**src/design/crd_pkg.sv**
```systemverilog
/*
  crd_pkg: constants for the cpu register datapath.
  assumes a 20 MHz processor clock; field decoding happens upstream.
*/
package crd_pkg;
  localparam int          CRD_W          = 16;
  localparam int          CRD_REPEAT_COUNTER_W     = 6;
  localparam int          CRD_TOS_W      = 3;
  localparam int          CRD_CLK_NS     = 50;
  localparam int          CRD_TICK_NS    = 1001000;
  localparam int          CRD_TICK_CYC   = CRD_TICK_NS / CRD_CLK_NS;
  localparam int          STA_PRIV_BIT   = 0;
  localparam int          STA_EXTI_BIT   = 1;
  localparam int          STA_TRAP_BIT   = 2;
  localparam int          STA_OPB_BIT    = 3;
  localparam int          STA_OVF_BIT    = 4;
  localparam int          STA_CRY_BIT    = 5;
  localparam int          STA_CC_LO      = 6;
  localparam int          STA_SEG_LO     = 8;
  localparam logic [1:0]  CC_GREATER     = 2'h0;
  localparam logic [1:0]  CC_LESS        = 2'h1;
  localparam logic [1:0]  CC_EQUAL       = 2'h2;
  localparam logic [15:0] STA_RESET      = 16'h0000;
  localparam logic [15:0] REG_RESET      = 16'h0000;
  localparam logic [5:0]  REPEAT_COUNTER_RESET     = 6'h00;
  localparam logic [5:0]  REPEAT_COUNTER_MAX       = 6'h3f;
  localparam logic [3:0]  DEC_SIX        = 4'h6;
  localparam logic [3:0]  DEC_NINE       = 4'h9;
  localparam int          RUN_ZERO_BIT   = 10;
  localparam int          HALT_ZERO_LO   = 11;
  localparam int          HALT_ZERO_HI   = 12;
  localparam int          OPTION_BIT     = 15;
  localparam int          RUN_FF_BIT     = 15;
  typedef enum logic [1:0] {CRD_ALU_ADD, CRD_ALU_SUB, CRD_ALU_AND, CRD_ALU_XOR} crd_alu_op_t;
  typedef enum logic [1:0] {CRD_SH_NONE, CRD_SH_LEFT, CRD_SH_RIGHT, CRD_SH_SWAP} crd_shift_t;
endpackage

```
**src/design/crd_datapath.sv**
```systemverilog
/*
  crd_datapath: stack-machine cpu register datapath, steered by decoded
  microprogram field strobes. assumes the control store delivers one-hot
  strobes on this clock and the memory unit returns operands on mem_data_in.
*/
// Contract
// - stack memory pointer holds 16-bit address of topmost in-memory stack word.
// - scratch three shifts left, serial in at bit 0, out from bit 15.
// - tick counter is 16-bit, loadable and readable, advances each 1.001 ms.
// - tick counter advances only with interrupt-stack flag 0 and not halted.
// - tick counter wraps to zero after its maximum, about 65.6 s span.
// - next-skip code prefetches next instruction using code bank and counter.
// - operand register loads only when the operand-pending flip-flop fires.
// - frozen operand word goes to operand register and S-side register.
// - status bits: 0 privileged, 1 ext interrupts, 2 user traps, 3 op pending.
// - status bits 6:7 hold condition code 00 greater, 01 less, 10 equal.
// - status bits 8:15 hold the executing code segment number.
// - six-bit repeat counter loads negated count, increments and wraps past all ones, flagging all ones.
// - repeat counter captures stack occupancy on entry to halt mode.
// - overflow bit 4 captures alu overflow on enable, set and clear codes.
// - carry bit 5 captures alu carry on enable, set and clear codes.
// - pre-adder adds displacement to index for indexed non-indirect refs.
// - R-side register loads R-bus, shifts left; S-side loads S-bus, shifts right.
// - alu combines operands onto T-bus, shifter drives U-bus.
// - decimal mode adds 6 per digit with carries, overflow on bad digit.
// - address and data output buffers stage U-bus words to the data bus.
// - run cause register: sixteen cause bits, bit 10 zero, bit 15 option.
// - halt cause register: switch bits, bits 11,12 zero, bit 15 run flop.
// - three-bit occupancy counter increments on push, decrements on pop.
`timescale 1ns/1ps
`default_nettype none
module crd_datapath
  import crd_pkg::*;
#(
  parameter int TICK_CYC = CRD_TICK_CYC
) (
  input  wire logic              clk_in,
  input  wire logic              nrst_in,
  input  wire logic [15:0]       r_bus_in,
  input  wire logic [15:0]       s_bus_in,
  input  wire logic              ld_r_in,
  input  wire logic              shl_r_in,
  input  wire logic              ld_s_in,
  input  wire logic              shr_s_in,
  input  wire crd_alu_op_t       alu_op_in,
  input  wire crd_shift_t        shift_in,
  input  wire logic              decimal_in,
  input  wire logic              st_sm_in,
  input  wire logic              st_sp3_in,
  input  wire logic              shr_sp3_in,
  input  wire logic              sp3_ser_in,
  input  wire logic              st_tick_in,
  input  wire logic              interrupt_stack_flag_in,
  input  wire logic              halted_in,
  input  wire logic              next_skip_in,
  input  wire logic [15:0]       code_base_ptr_in,
  input  wire logic [15:0]       prog_count_in,
  input  wire logic              operand_pending_ff_in,
  input  wire logic              frozen_in,
  input  wire logic [15:0]       mem_data_in,
  input  wire logic              st_flags_in,
  input  wire logic              set_cc_in,
  input  wire logic [1:0]        cc_in,
  input  wire logic              ovf_carry_capture_en_in,
  input  wire logic              set_overflow_code_in,
  input  wire logic              clear_overflow_code_in,
  input  wire logic              set_carry_code_in,
  input  wire logic              clear_carry_code_in,
  input  wire logic              st_repeat_counter_in,
  input  wire logic              inc_repeat_counter_in,
  input  wire logic              halt_entry_in,
  input  wire logic              push_in,
  input  wire logic              pop_in,
  input  wire logic [15:0]       current_instr_reg_in,
  input  wire logic [15:0]       index_in,
  input  wire logic              indexed_in,
  input  wire logic              st_addr_out_in,
  input  wire logic              st_data_out_in,
  input  wire logic [15:0]       run_causes_in,
  input  wire logic [15:0]       halt_causes_in,
  input  wire logic              clear_cause_code_in,
  output logic [15:0]            stack_mem_ptr_out,
  output logic [15:0]            scratch_three_out,
  output logic                   sp3_ser_out,
  output logic [15:0]            process_tick_counter_out,
  output logic                   prefetch_req_out,
  output logic [7:0]             prefetch_bank_out,
  output logic [15:0]            prefetch_addr_out,
  output logic [15:0]            operand_reg_out,
  output logic [15:0]            r_reg_out,
  output logic [15:0]            s_reg_out,
  output logic [15:0]            cpu_flags_word_out,
  output logic [5:0]             repeat_counter_out,
  output logic                   counter_max_test_out,
  output logic [2:0]             tos_count_out,
  output logic [15:0]            preadd_out,
  output logic [15:0]            u_bus_out,
  output logic [15:0]            address_out_reg_out,
  output logic [15:0]            data_out_reg_out,
  output logic [15:0]            run_interrupt_cause_out,
  output logic [15:0]            halt_interrupt_cause_out
);
  function automatic logic [4:0] bcd_digit(input logic [3:0] d, input logic ci);
    logic [4:0] s;
    s = {1'b0, d} + {4'h0, ci} + {1'b0, DEC_SIX};
    return s;
  endfunction

  logic [15:0] tick_next;
  logic [31:0] div_reg;
  logic        tick_en;
  logic [16:0] alu_sum;
  logic [15:0] t_bus;
  logic        alu_ovf;
  logic [15:0] dec_val;
  logic        dec_bad;
  logic [15:0] shifted;
  logic        ovf_in;
  logic [15:0] flags_next;
  logic [5:0]  repeat_counter_next;
  logic [2:0]  tos_next;

  // tick divider: counts only while running, so halts pause partial ticks too
  assign tick_en   = ~interrupt_stack_flag_in & ~halted_in;
  assign tick_next = st_tick_in ? s_bus_in
                   : (tick_en && div_reg == 32'(TICK_CYC - 1))
                     ? process_tick_counter_out + 16'h0001  // wraps
                     : process_tick_counter_out;

  always_comb begin
    alu_sum = 17'h0_0000;
    case (alu_op_in)
      CRD_ALU_ADD: alu_sum = {1'b0, r_reg_out} + {1'b0, s_reg_out};
      CRD_ALU_SUB: alu_sum = {1'b0, r_reg_out} + {1'b0, ~s_reg_out} + 17'h0_0001;
      CRD_ALU_AND: alu_sum = {1'b0, r_reg_out & s_reg_out};
      CRD_ALU_XOR: alu_sum = {1'b0, r_reg_out ^ s_reg_out};
      default:     alu_sum = 17'h0_0000;
    endcase
  end
  assign t_bus   = alu_sum[15:0];
  assign alu_ovf = (alu_op_in == CRD_ALU_ADD)
                   ? (r_reg_out[15] == s_reg_out[15]) && (t_bus[15] != r_reg_out[15])
                   : (alu_op_in == CRD_ALU_SUB)
                     ? (r_reg_out[15] != s_reg_out[15]) && (t_bus[15] != r_reg_out[15])
                     : 1'b0;

  // decimal corrector: digit chain, source digits checked for 0..9
  always_comb begin
    logic [4:0] d0;
    logic [4:0] d1;
    logic [4:0] d2;
    logic [4:0] d3;
    d0 = bcd_digit(t_bus[3:0], 1'b0);
    d1 = bcd_digit(t_bus[7:4], d0[4]);
    d2 = bcd_digit(t_bus[11:8], d1[4]);
    d3 = bcd_digit(t_bus[15:12], d2[4]);
    dec_val = {d3[3:0], d2[3:0], d1[3:0], d0[3:0]};
    dec_bad = 1'b0;
    for (int i = 0; i < 4; i++) begin
      if (r_reg_out[i*4 +: 4] > DEC_NINE || s_reg_out[i*4 +: 4] > DEC_NINE) begin
        dec_bad = 1'b1;
      end
    end
  end

  always_comb begin
    shifted = t_bus;
    case (shift_in)
      CRD_SH_NONE:  shifted = t_bus;
      CRD_SH_LEFT:  shifted = {t_bus[14:0], 1'b0};
      CRD_SH_RIGHT: shifted = {1'b0, t_bus[15:1]};
      CRD_SH_SWAP:  shifted = {t_bus[7:0], t_bus[15:8]};
      default:      shifted = t_bus;
    endcase
  end
  // decimal mode bypasses the shifter entirely
  wire [15:0] u_bus = decimal_in ? dec_val : shifted;
  assign ovf_in = decimal_in ? dec_bad : alu_ovf;

  // status word; set codes win over clear codes, capture beats only the flags store
  always_comb begin
    flags_next = st_flags_in ? u_bus : cpu_flags_word_out;
    if (ovf_carry_capture_en_in) begin
      flags_next[STA_OVF_BIT] = ovf_in;
      flags_next[STA_CRY_BIT] = alu_sum[16];
    end
    if (clear_overflow_code_in) flags_next[STA_OVF_BIT] = 1'b0;
    if (set_overflow_code_in) flags_next[STA_OVF_BIT] = 1'b1;
    if (clear_carry_code_in) flags_next[STA_CRY_BIT] = 1'b0;
    if (set_carry_code_in) flags_next[STA_CRY_BIT] = 1'b1;
    if (set_cc_in) flags_next[STA_CC_LO +: 2] = cc_in;
  end

  assign tos_next  = tos_count_out + {2'b00, push_in & ~pop_in}
                     - {2'b00, pop_in & ~push_in};
  assign repeat_counter_next = halt_entry_in ? {3'b000, tos_count_out}
                   : st_repeat_counter_in ? u_bus[5:0]
                   : inc_repeat_counter_in ? repeat_counter_out + 6'h01
                   : repeat_counter_out;

  always_ff @(posedge clk_in) begin
    if (!nrst_in) begin
      div_reg                  <= 32'h0000_0000;
      process_tick_counter_out <= REG_RESET;
      stack_mem_ptr_out        <= REG_RESET;
      scratch_three_out        <= REG_RESET;
      sp3_ser_out              <= 1'b0;
      prefetch_req_out         <= 1'b0;
      prefetch_bank_out        <= 8'h00;
      prefetch_addr_out        <= REG_RESET;
      operand_reg_out          <= REG_RESET;
      r_reg_out                <= REG_RESET;
      s_reg_out                <= REG_RESET;
      cpu_flags_word_out       <= STA_RESET;
      repeat_counter_out       <= REPEAT_COUNTER_RESET;
      counter_max_test_out     <= 1'b0;
      tos_count_out            <= 3'h0;
      preadd_out               <= REG_RESET;
      u_bus_out                <= REG_RESET;
      address_out_reg_out      <= REG_RESET;
      data_out_reg_out         <= REG_RESET;
      run_interrupt_cause_out  <= REG_RESET;
      halt_interrupt_cause_out <= REG_RESET;
    end else begin
      if (tick_en) begin
        div_reg <= (div_reg == 32'(TICK_CYC - 1)) ? 32'h0000_0000 : div_reg + 32'h0000_0001;
      end
      process_tick_counter_out <= tick_next;
      if (st_sm_in) stack_mem_ptr_out <= u_bus;
      if (st_sp3_in) begin
        scratch_three_out <= u_bus;
      end else if (shr_sp3_in) begin
        scratch_three_out <= {scratch_three_out[14:0], sp3_ser_in};
        sp3_ser_out       <= scratch_three_out[15];
      end
      prefetch_req_out <= next_skip_in;
      if (next_skip_in) begin
        prefetch_bank_out <= code_base_ptr_in[7:0];
        prefetch_addr_out <= prog_count_in;
      end
      if (operand_pending_ff_in) operand_reg_out <= mem_data_in;
      if (ld_r_in) r_reg_out <= r_bus_in;
      else if (shl_r_in) r_reg_out <= {r_reg_out[14:0], 1'b0};
      if (frozen_in && operand_pending_ff_in) s_reg_out <= mem_data_in;
      else if (ld_s_in) s_reg_out <= s_bus_in;
      else if (shr_s_in) s_reg_out <= {1'b0, s_reg_out[15:1]};
      cpu_flags_word_out   <= flags_next;
      repeat_counter_out   <= repeat_counter_next;
      counter_max_test_out <= (repeat_counter_next == REPEAT_COUNTER_MAX);
      tos_count_out        <= tos_next;
      if (indexed_in) preadd_out <= index_in + {{8{current_instr_reg_in[7]}},
                                                current_instr_reg_in[7:0]};
      u_bus_out <= u_bus;
      if (st_addr_out_in) address_out_reg_out <= u_bus;
      if (st_data_out_in) data_out_reg_out <= u_bus;
      // causes are sticky; a new cause in the clear cycle still lands
      run_interrupt_cause_out <= ((clear_cause_code_in ? REG_RESET : run_interrupt_cause_out)
                                  | run_causes_in) & ~(16'h0001 << RUN_ZERO_BIT);
      halt_interrupt_cause_out <= (((clear_cause_code_in ? REG_RESET : halt_interrupt_cause_out)
                                   | halt_causes_in) & ~(16'h0001 << HALT_ZERO_LO)
                                   & ~(16'h0001 << HALT_ZERO_HI) & ~(16'h0001 << RUN_FF_BIT))
                                  | ({15'h0000, ~halted_in} << RUN_FF_BIT);
    end
  end

  a_tick_hold: assert property (@(posedge clk_in) disable iff (!nrst_in)
    (!tick_en && !st_tick_in) |=> $stable(process_tick_counter_out))
    else $error("tick counter moved while stopped");
  a_operand_load: assert property (@(posedge clk_in) disable iff (!nrst_in)
    operand_pending_ff_in |=> operand_reg_out == $past(mem_data_in))
    else $error("operand not captured");
  a_operand_frozen: assert property (@(posedge clk_in) disable iff (!nrst_in)
    (frozen_in && operand_pending_ff_in) |=> s_reg_out == operand_reg_out)
    else $error("frozen operand not in s register");
  a_ovf_set: assert property (@(posedge clk_in) disable iff (!nrst_in)
    set_overflow_code_in |=> cpu_flags_word_out[STA_OVF_BIT])
    else $error("overflow not set");
  a_carry_clear: assert property (@(posedge clk_in) disable iff (!nrst_in)
    (clear_carry_code_in && !set_carry_code_in) |=> !cpu_flags_word_out[STA_CRY_BIT])
    else $error("carry not cleared");
  a_halt_count: assert property (@(posedge clk_in) disable iff (!nrst_in)
    halt_entry_in |=> repeat_counter_out == {3'b000, $past(tos_count_out)})
    else $error("halt count not saved");
  a_repeat_counter_max: assert property (@(posedge clk_in) disable iff (!nrst_in)
    (inc_repeat_counter_in && !st_repeat_counter_in && !halt_entry_in && repeat_counter_out + 6'h01 == REPEAT_COUNTER_MAX)
    |=> counter_max_test_out)
    else $error("counter max flag wrong");
  a_tos_push: assert property (@(posedge clk_in) disable iff (!nrst_in)
    (push_in && !pop_in) |=> tos_count_out == $past(tos_count_out) + 3'h1)
    else $error("push did not count");
  a_cause_zero: assert property (@(posedge clk_in) disable iff (!nrst_in)
    !run_interrupt_cause_out[RUN_ZERO_BIT] && !halt_interrupt_cause_out[HALT_ZERO_LO]
    && !halt_interrupt_cause_out[HALT_ZERO_HI])
    else $error("reserved cause bit set");
  a_sm_hold: assert property (@(posedge clk_in) disable iff (!nrst_in)
    !st_sm_in |=> $stable(stack_mem_ptr_out))
    else $error("stack pointer moved");
  c_tick_step: cover property (@(posedge clk_in) disable iff (!nrst_in)
    tick_en ##1 $changed(process_tick_counter_out));
  c_frozen: cover property (@(posedge clk_in) disable iff (!nrst_in)
    frozen_in && operand_pending_ff_in);
  c_decimal: cover property (@(posedge clk_in) disable iff (!nrst_in) decimal_in && dec_bad);
endmodule
`default_nettype wire

```
**config.mk**
```make
export PLATFORM = sky130hd
export DESIGN_NAME = crd_datapath
export DESIGN_NICKNAME = d
export VERILOG_FILES = /design/src/design/crd_pkg.sv /design/src/design/crd_datapath.sv
export SDC_FILE = /design/constraint.sdc
export NUM_CORES = 1
export LEC_CHECK = 0
export BUFFER_PORTS_ARGS = -buffer_cell sky130_fd_sc_hd__buf_2
export CAP_MARGIN = 40
export CELL_PAD_IN_SITES_DETAIL_PLACEMENT = 0
export CELL_PAD_IN_SITES_GLOBAL_PLACEMENT = 1
export CORE_MARGIN = 10
export CORE_UTILIZATION = 25
export DETAILED_ROUTE_END_ITERATION = 16
export PLACE_DENSITY = 0.59
export SLEW_MARGIN = 20
export SYNTH_ARGS = -nofsm -noshare
export SYNTH_HDL_FRONTEND = slang
export SYNTH_SLANG_ARGS = --single-unit
export TNS_END_PERCENT = 1
```
**constraint.sdc**
```tcl
create_clock -name clk_in -period 5.63 [get_ports clk_in]
set_input_delay 0.2815 -clock clk_in [delete_from_list [all_inputs] [get_ports clk_in]]
set_output_delay 0.2815 -clock clk_in [all_outputs]
set_load 0.02 [all_outputs]
```
==> results.md, run 1 <==
- Slew HR: 0.446
- Clk Latency, worst-skew pair: 0.54 ns
- RSZ-0062 raised after global routing: false
- Largest register FFs: 32
- Cells after DPL: about 2800
- Detailed Routing Iterations Pass 1: 7
- Drt wl/cell: roughly 19 um
- Clk pin slew, worst setup/hold paths: roughly 0.060 ns
- NetSw: 1910 uW
- Share of layout cells above drive strength 1: 0.238
- Final setup fails: 0
- Endpoints failing hold: 0
- Int Pwr: 3900 uW
- Vias/cell: 4.75
- Row count: between 80 and 90
- Gate power share: 0.248
- Sw Ratio: 0.329
- Vias in the first global route: ~14000
- Pre-CTS setup slack: approximately 1 ns
- Total Neg Setup Slack: 0 ns
- Status: finished clean
- Core area: approximately 56000 sq um
- Post-CTS setup buffer count: 0
- Overflow after GRT: 0
- Fin nets: approximately 2400
- Area post-placement: around 17000 sq um
- Die height: about 260 um
- H-tree lvl count: 2
- Antenna violations before repair: 6
- Req. time, crit path: 6.02 ns
- Clock Skew: about 0.017 ns
- Syn Std Cell Area: around 14000 sq um
- Clock power frac: 0.374
- Largest net degree at the start of global routing: a little over 90
- Most used flip-flop cell after synthesis: dfxtp_1
- WL final: 55.2 mm
- Worst hold path class: in -> reg
- Critical path type: reg -> reg
- Number of synthesized flops with an enable pin: 0
- Residual DRC count: 0
- Worst VDD drop: ~0.00020 V
- Peak Freq: between 0.2 and 0.25 GHz
- Fin crit period: around 4.7 ns
- Hpwl dp: about 41 mm
- Antenna-violating nets left: 0
- Starting Density: 0.252
- Max Root-Sink Buffers: 3
- Via count: ~14000
- Layout area overhead: 33.2%
- Leakage power: 0.00850 uW
- Root Driver: clkbuf_16
- Final std cells w/o fill: 2927
- DIE AREA: approximately 67000 sq um
- Worst setup EP type: flop
- CTS tree: built
- Period utilization: 0.835
- Clk sinks: around 270
- GPL Wtd Cong: about 0.83
- Max Cap Viol: 0
- Crit-path max FO: 8
- Boundary pin count: approximately 430
- Syn_area_per_cell: 8.32 sq um
- Crit path arrival time: 5.09 ns
- Total CTS buffers: 34
- PwrDens: a little over 300 nW/um^2
- #FFs+latches synth: between 200 and 300
- Post-synth ARST share: 0
- Yosys Warn Count: 0
- Worst Setup Start Kind: flop
- Post-synthesis cell type count: between 80 and 90
- Worst Slack Setup Final: between 0.9 and 1 ns
- Max Slew Vio Count: 0
- Final std cell area, no fill: roughly 19000 sq um
- Register share of total power: 0.378
- Hold_ws: about 0.022 ns
- Post-synthesis cell count: 1702
- First-pass GRT wire length: 84.0 mm
- Sequential share of the synthesized area: 0.386
- Port bufs: 403
- Gr usage total: 0.159
- Slew @ Worst Pin: about 0.83 ns
- Die W: between 200 and 300 um
- DRT iter0 DRCs: roughly 750
==> area by class of cell <==
cell class	instances	area, sq um
fill	5983	37300
multi-input combinational	1261	8030
sequential	273	5470
timing repair buffer	511	3080
clock inverter	15	149
antenna	1	2.50
inverter	64	245
tap	756	946
clock buffer	46	946
==> layout by cell type, fill, tap and decap left out, types with 30 or more instances in the layout <==
cell type	netlist	routed
buf_2	6	403
nor2_1	298	298
dfxtp_1	273	273
a21oi_1	161	161
nand2_1	99	99
o21ai_0	99	99
mux2i_1	93	93
dlygate4sd3_1	0	91
inv_1	61	60
ha_1	60	60
a211oi_1	40	40
xor2_1	37	37
clkbuf_16	0	34
xnor2_1	30	30
==> worst paths after layout <==
path,end,slack [ns],cells after the start,startpoint
setup reg to reg,stack_mem_ptr_out[14],0.93,19,r_reg_out[1]
hold reg to reg,run_interrupt_cause_out[14],0.47,2,run_interrupt_cause_out[14]
hold / removal,operand_reg_out[3],0.02,3,mem_data_in[3]
setup / recovery,stack_mem_ptr_out[14],0.93,19,r_reg_out[1]
==> cells in the mapped netlist, drive strengths merged (6+ instances only) <==
| cell type | n | area (sq um) |
|---|---|---|
| clkbuf | 89 | 334 |
| a221oi | 13 | 144 |
| a211oi | 42 | 325 |
| or2 | 7 | 43.8 |
| and3 | 16 | 100 |
| nand3b | 9 | 67.6 |
| dfxtp | 273 | 5470 |
| a21oi | 164 | 832 |
| or3 | 12 | 75.1 |
| nand2b | 15 | 96.3 |
| nor2 | 298 | 1120 |
| nor3 | 18 | 100 |
| a2111oi | 6 | 73.8 |
| o21ai | 104 | 524 |
| nand3 | 23 | 115 |
| a211o | 6 | 52.6 |
| nand4 | 18 | 113 |
| inv | 62 | 233 |
| and2 | 20 | 125 |
| a311oi | 10 | 105 |
| xnor2 | 30 | 263 |
| a31oi | 8 | 50.1 |
| mux2i | 93 | 931 |
| nor2b | 12 | 75.1 |
| nor4 | 9 | 77.6 |
| nand2 | 99 | 372 |
| o21a | 6 | 45.0 |
| mux2 | 10 | 113 |
| ha | 60 | 751 |
| buf | 17 | 93.8 |
| a21o | 16 | 120 |
| xor2 | 37 | 324 |
| o211ai | 25 | 188 |
==> critical path, cell delays in order (launching register included) <==
cell and delay, ns:
dfxtp_1 0.53, ha_1 0.33, nand2b_1 0.18, a221oi_1 0.41, o21bai_1 0.13, a2111o_1 0.37
and3_1 0.25, ha_1 0.25, a21boi_0 0.23, ha_1 0.19, inv_1 0.05, ha_1 0.20
a21oi_1 0.19, ha_1 0.25, inv_1 0.07, ha_1 0.19, xor2_1 0.17, a221oi_2 0.27
buf_4 0.20, a21oi_1 0.08
==> stage by stage <==
stage	total power, uW	util
after floorplan	3100	-
after global placement	3630	0.299
after detailed placement	3640	0.300
after CTS	5920	0.336
after global routing	6130	0.336
final	5810	0.336
==> layer usage <==
| layer | part of all wire | up-vias | track usage |
|---|---|---|---|
| met5 | 0.0010 | - | 0 |
| li1 | - | 6903 | - |
| met4 | 0.028 | 10 | 0.0492 |
| met1 | 0.41 | 6600 | 0.187 |
| met3 | 0.052 | 83 | 0.0382 |
| met2 | 0.50 | 296 | 0.279 |
==> logic make-up after synthesis <==
group,after synthesis,synth area share
AND/OR/NAND/NOR,568,0.183
XOR/XNOR,67,0.0415
flip-flops,273,0.386
buffers and inverters,170,0.0472
AO/OA/AOI/OAI,455,0.208
multiplexers,104,0.0753
adder cells (fa/ha/maj),64,0.0587
other,1,0.000265
==> power groups by stage <==
| stage | Clock, uW | Sequential (uW) | Combinational (uW) |
|---|---|---|---|
| after floorplan | 0 | 2410 | 696 |
| after global placement | 0 | 2230 | 1390 |
| after detailed placement | 0 | 2240 | 1400 |
| after CTS | 2260 | 2200 | 1460 |
| after global routing | 2330 | 2220 | 1580 |
| final | 2170 | 2200 | 1440 |
==> what timing repair did <==
action,CTS,global route
resized for setup,0,0
hold buffers,91,0
hold endpoints to repair,91,0
setup endpoints to repair,0,0
Note: power is estimated with default switching activity, not from simulation.
==> run 2, diff against run 1 <==
Settings changed: PLACE_DENSITY 0.59 to 0.61.
Clock period 5.63 ns to 3.8 ns, I/O delays scaled along.
==> run 2 against run 1 <==
  * The flow now finishes with violations (negative setup slack)
  * Sequential share of layout area fell by 1.7 points
  * Setup slack got worse by 1.0 ns
  * Hold slack improved by 0.015 ns
  * Critical path depth up 1
  * Largest power group is now clock
==> results.md, run 2 (synthesized netlist as in run 1, its figures left out) <==
- Drt wl/cell: 18.8 um (-0.49%)
- Clock Skew: 0.0220 ns (+0.00512 ns)
- Detailed Routing Iterations Pass 1: 5 (-2)
- WL final: 57.2 mm (+3.7%)
- RSZ-0062 raised after global routing: true
- Crit-path slowest cell: or4_4
- Hpwl dp: 43.6 mm (+5.3%)
- Final setup fails: 13 (+13)
- Most frequent cells in the layout: 403 x buf_2, 298 x nor2_1, 263 x dfxtp_1, 156 x a21oi_1, 116 x buf_4
- Final std cells w/o fill: 3049 (+4.2%)
- Crit-path max FO: 6 (-2)
- Row count: 87 (unchanged)
- Vias in the first global route: 14600 (+7.2%)
- Critical Path Max Stage Delay: 0.42 ns (-0.11 ns)
- Worst setup EP type: flop
- Vias/cell: 4.72 (-0.55%)
- Leakage power: 0.00915 uW (+7.5%)
- Starting Density: 0.252 (unchanged)
- Port bufs: 403 (unchanged)
- Endpoints failing hold: 0 (unchanged)
- Gr usage total: 0.165 (+0.00613)
- Clk sinks: 273 (unchanged)
- Layout area overhead: 42.2%
- Commonest non-fill, non-tap cell in the layout: buf_2
- First-pass GRT wire length: 87.5 mm (+4.1%)
- Antenna-violating nets left: 0 (unchanged)
- Share of layout cells above drive strength 1: 0.289 (+0.0504)
- Max Root-Sink Buffers: 3 (unchanged)
- Max Cap Viol: 0 (unchanged)
- Antenna violations before repair: 5 (-1)
- Worst hold path class: in -> reg
- PwrDens: 452 nW/um^2 (+47%)
- Post-route total power: 9100 uW (+57%)
- Largest register FFs: 32 (unchanged)
- Worst Setup Start Kind: flop
- Slew HR: 0.527 (+0.0811)
- GPL Wtd Cong: 0.830 (+0.19%)
- Clk pin slew, worst setup/hold paths: 0.06 ns (about the same)
- CTS tree: built
- Root Driver: clkbuf_16
- Top cell by count, worst path: ha_4
- Cells after DPL: 2869 (+3.4%)
- Total CTS buffers: 36 (+5.9%)
- DRT iter0 DRCs: 797 (+5.8%)
- CP Cell Sequence: ha_4 > fa_2 > nand2b_2 > a221oi_2 > o21a_1 > or4_4 > a31o_4 > and2_4 > a21boi_2 > ha_4 > inv_2 > ha_4 > a21oi_2 > ha_2 > inv_1 > ha_2 > xor2_1 > a221oi_2 > buf_4 > a21oi_1
- Crit path arrival time: 4.31 ns (-0.78 ns)
- Fin nets: 2514 (+5.1%)
- H-tree lvl count: 2 (unchanged)
- Failing checks: negative setup slack
- Largest net degree at the start of global routing: 88 (-4.3%)
- Max Slew Vio Count: 0 (unchanged)
- Clk Latency, worst-skew pair: 0.54 ns (about the same)
- Status: complete, but fails checks
- Die W: 258 um (unchanged)
- Peak Freq: 0.256 GHz (+20%)
- Worst VDD drop: 0.000300 V (+50%)
- Period utilization: 1.03 (+0.194)
- Pre-CTS setup slack: -0.218 ns (-1.21 ns)
- Via count: 14400 (+3.6%)
- Critical path type: reg -> reg
- DIE AREA: 66500 sq um (unchanged)
- Die height: 258 um (unchanged)
- Overflow after GRT: 0 (unchanged)
- Core area: 56200 sq um (unchanged)
- Residual DRC count: 0 (unchanged)
- Slew @ Worst Pin: 0.692 ns (-0.140 ns)
- Fin crit period: 3.91 ns (-0.792 ns)
- Boundary pin count: 427 (unchanged)
- Worst Slack Setup Final: -0.107 ns (-1.04 ns)
- Req. time, crit path: 4.20 ns (-1.82 ns)
## run 2: per-stage QoR
| stage | setup TNS [ns] | area, sq um | hold WS, ns | utilization |
|---|---|---|---|---|
| 5_1_grt | -6.04 | 20100 | 0.0422 | 0.358 |
| 3_3_place_gp | -2.17 | 17700 | 0.394 | 0.315 |
| 3_5_place_dp | -2.62 | 17700 | 0.404 | 0.315 |
| 2_1_floorplan | -0.0810 | 14300 | 0.262 | - |
| 6_report | -0.657 | 20100 | 0.0368 | 0.358 |
| 4_1_cts | -1.44 | 20100 | 0.00855 | 0.358 |
## run 2: worst paths after layout
check / startpoint / end / slack, ns / depth (start not counted)
setup reg to reg: s_reg_out[0] / cpu_flags_word_out[14] / -0.11 / 20
hold / removal: sp3_ser_in / scratch_three_out[0] / 0.04 / 3
setup / recovery: s_reg_out[0] / cpu_flags_word_out[14] / -0.11 / 20
hold reg to reg: run_interrupt_cause_out[14] / run_interrupt_cause_out[14] / 0.48 / 2
## run 2: area by class of cell
cell class | count | area (sq um)
multi-input combinational | 1261 | 8220
clock buffer | 48 | 1020
fill | 5944 | 36000
sequential | 273 | 5490
antenna | 3 | 7.51
tap | 756 | 946
inverter | 64 | 248
clock inverter | 13 | 185
timing repair buffer | 631 | 4020
## run 2: metal layers
layer | GRT usage | wire (um) | vias up
met5 | 0 | 21 | -
met4 | 0.0423 | 1050 | 4
met3 | 0.0392 | 3120 | 62
met2 | 0.300 | 29400 | 308
met1 | 0.190 | 23700 | 6867
li1 | - | - | 7151
## run 2: what timing repair did
action                     CTS  global route
resized for setup            7             8
setup endpoints to repair   28            55
hold buffers               111             0
pin swaps                   13             9
setup buffers                4             1
hold endpoints to repair   115             0
## run 2: worst max-delay path: cells and delay by family (launching register included)
family,cells,cell delay (ns)
flops,1,0.37
compound gates,7,1.16
simple gates,3,0.65
xor+xnor,1,0.16
buf+inv,3,0.27
fa+ha+maj,6,1.17
## run 2: where the power goes
group	total [uW]	internal [uW]	switching (uW)
registers	3240	3090	144
logic	2390	960	1430
clock network	3480	2150	1330
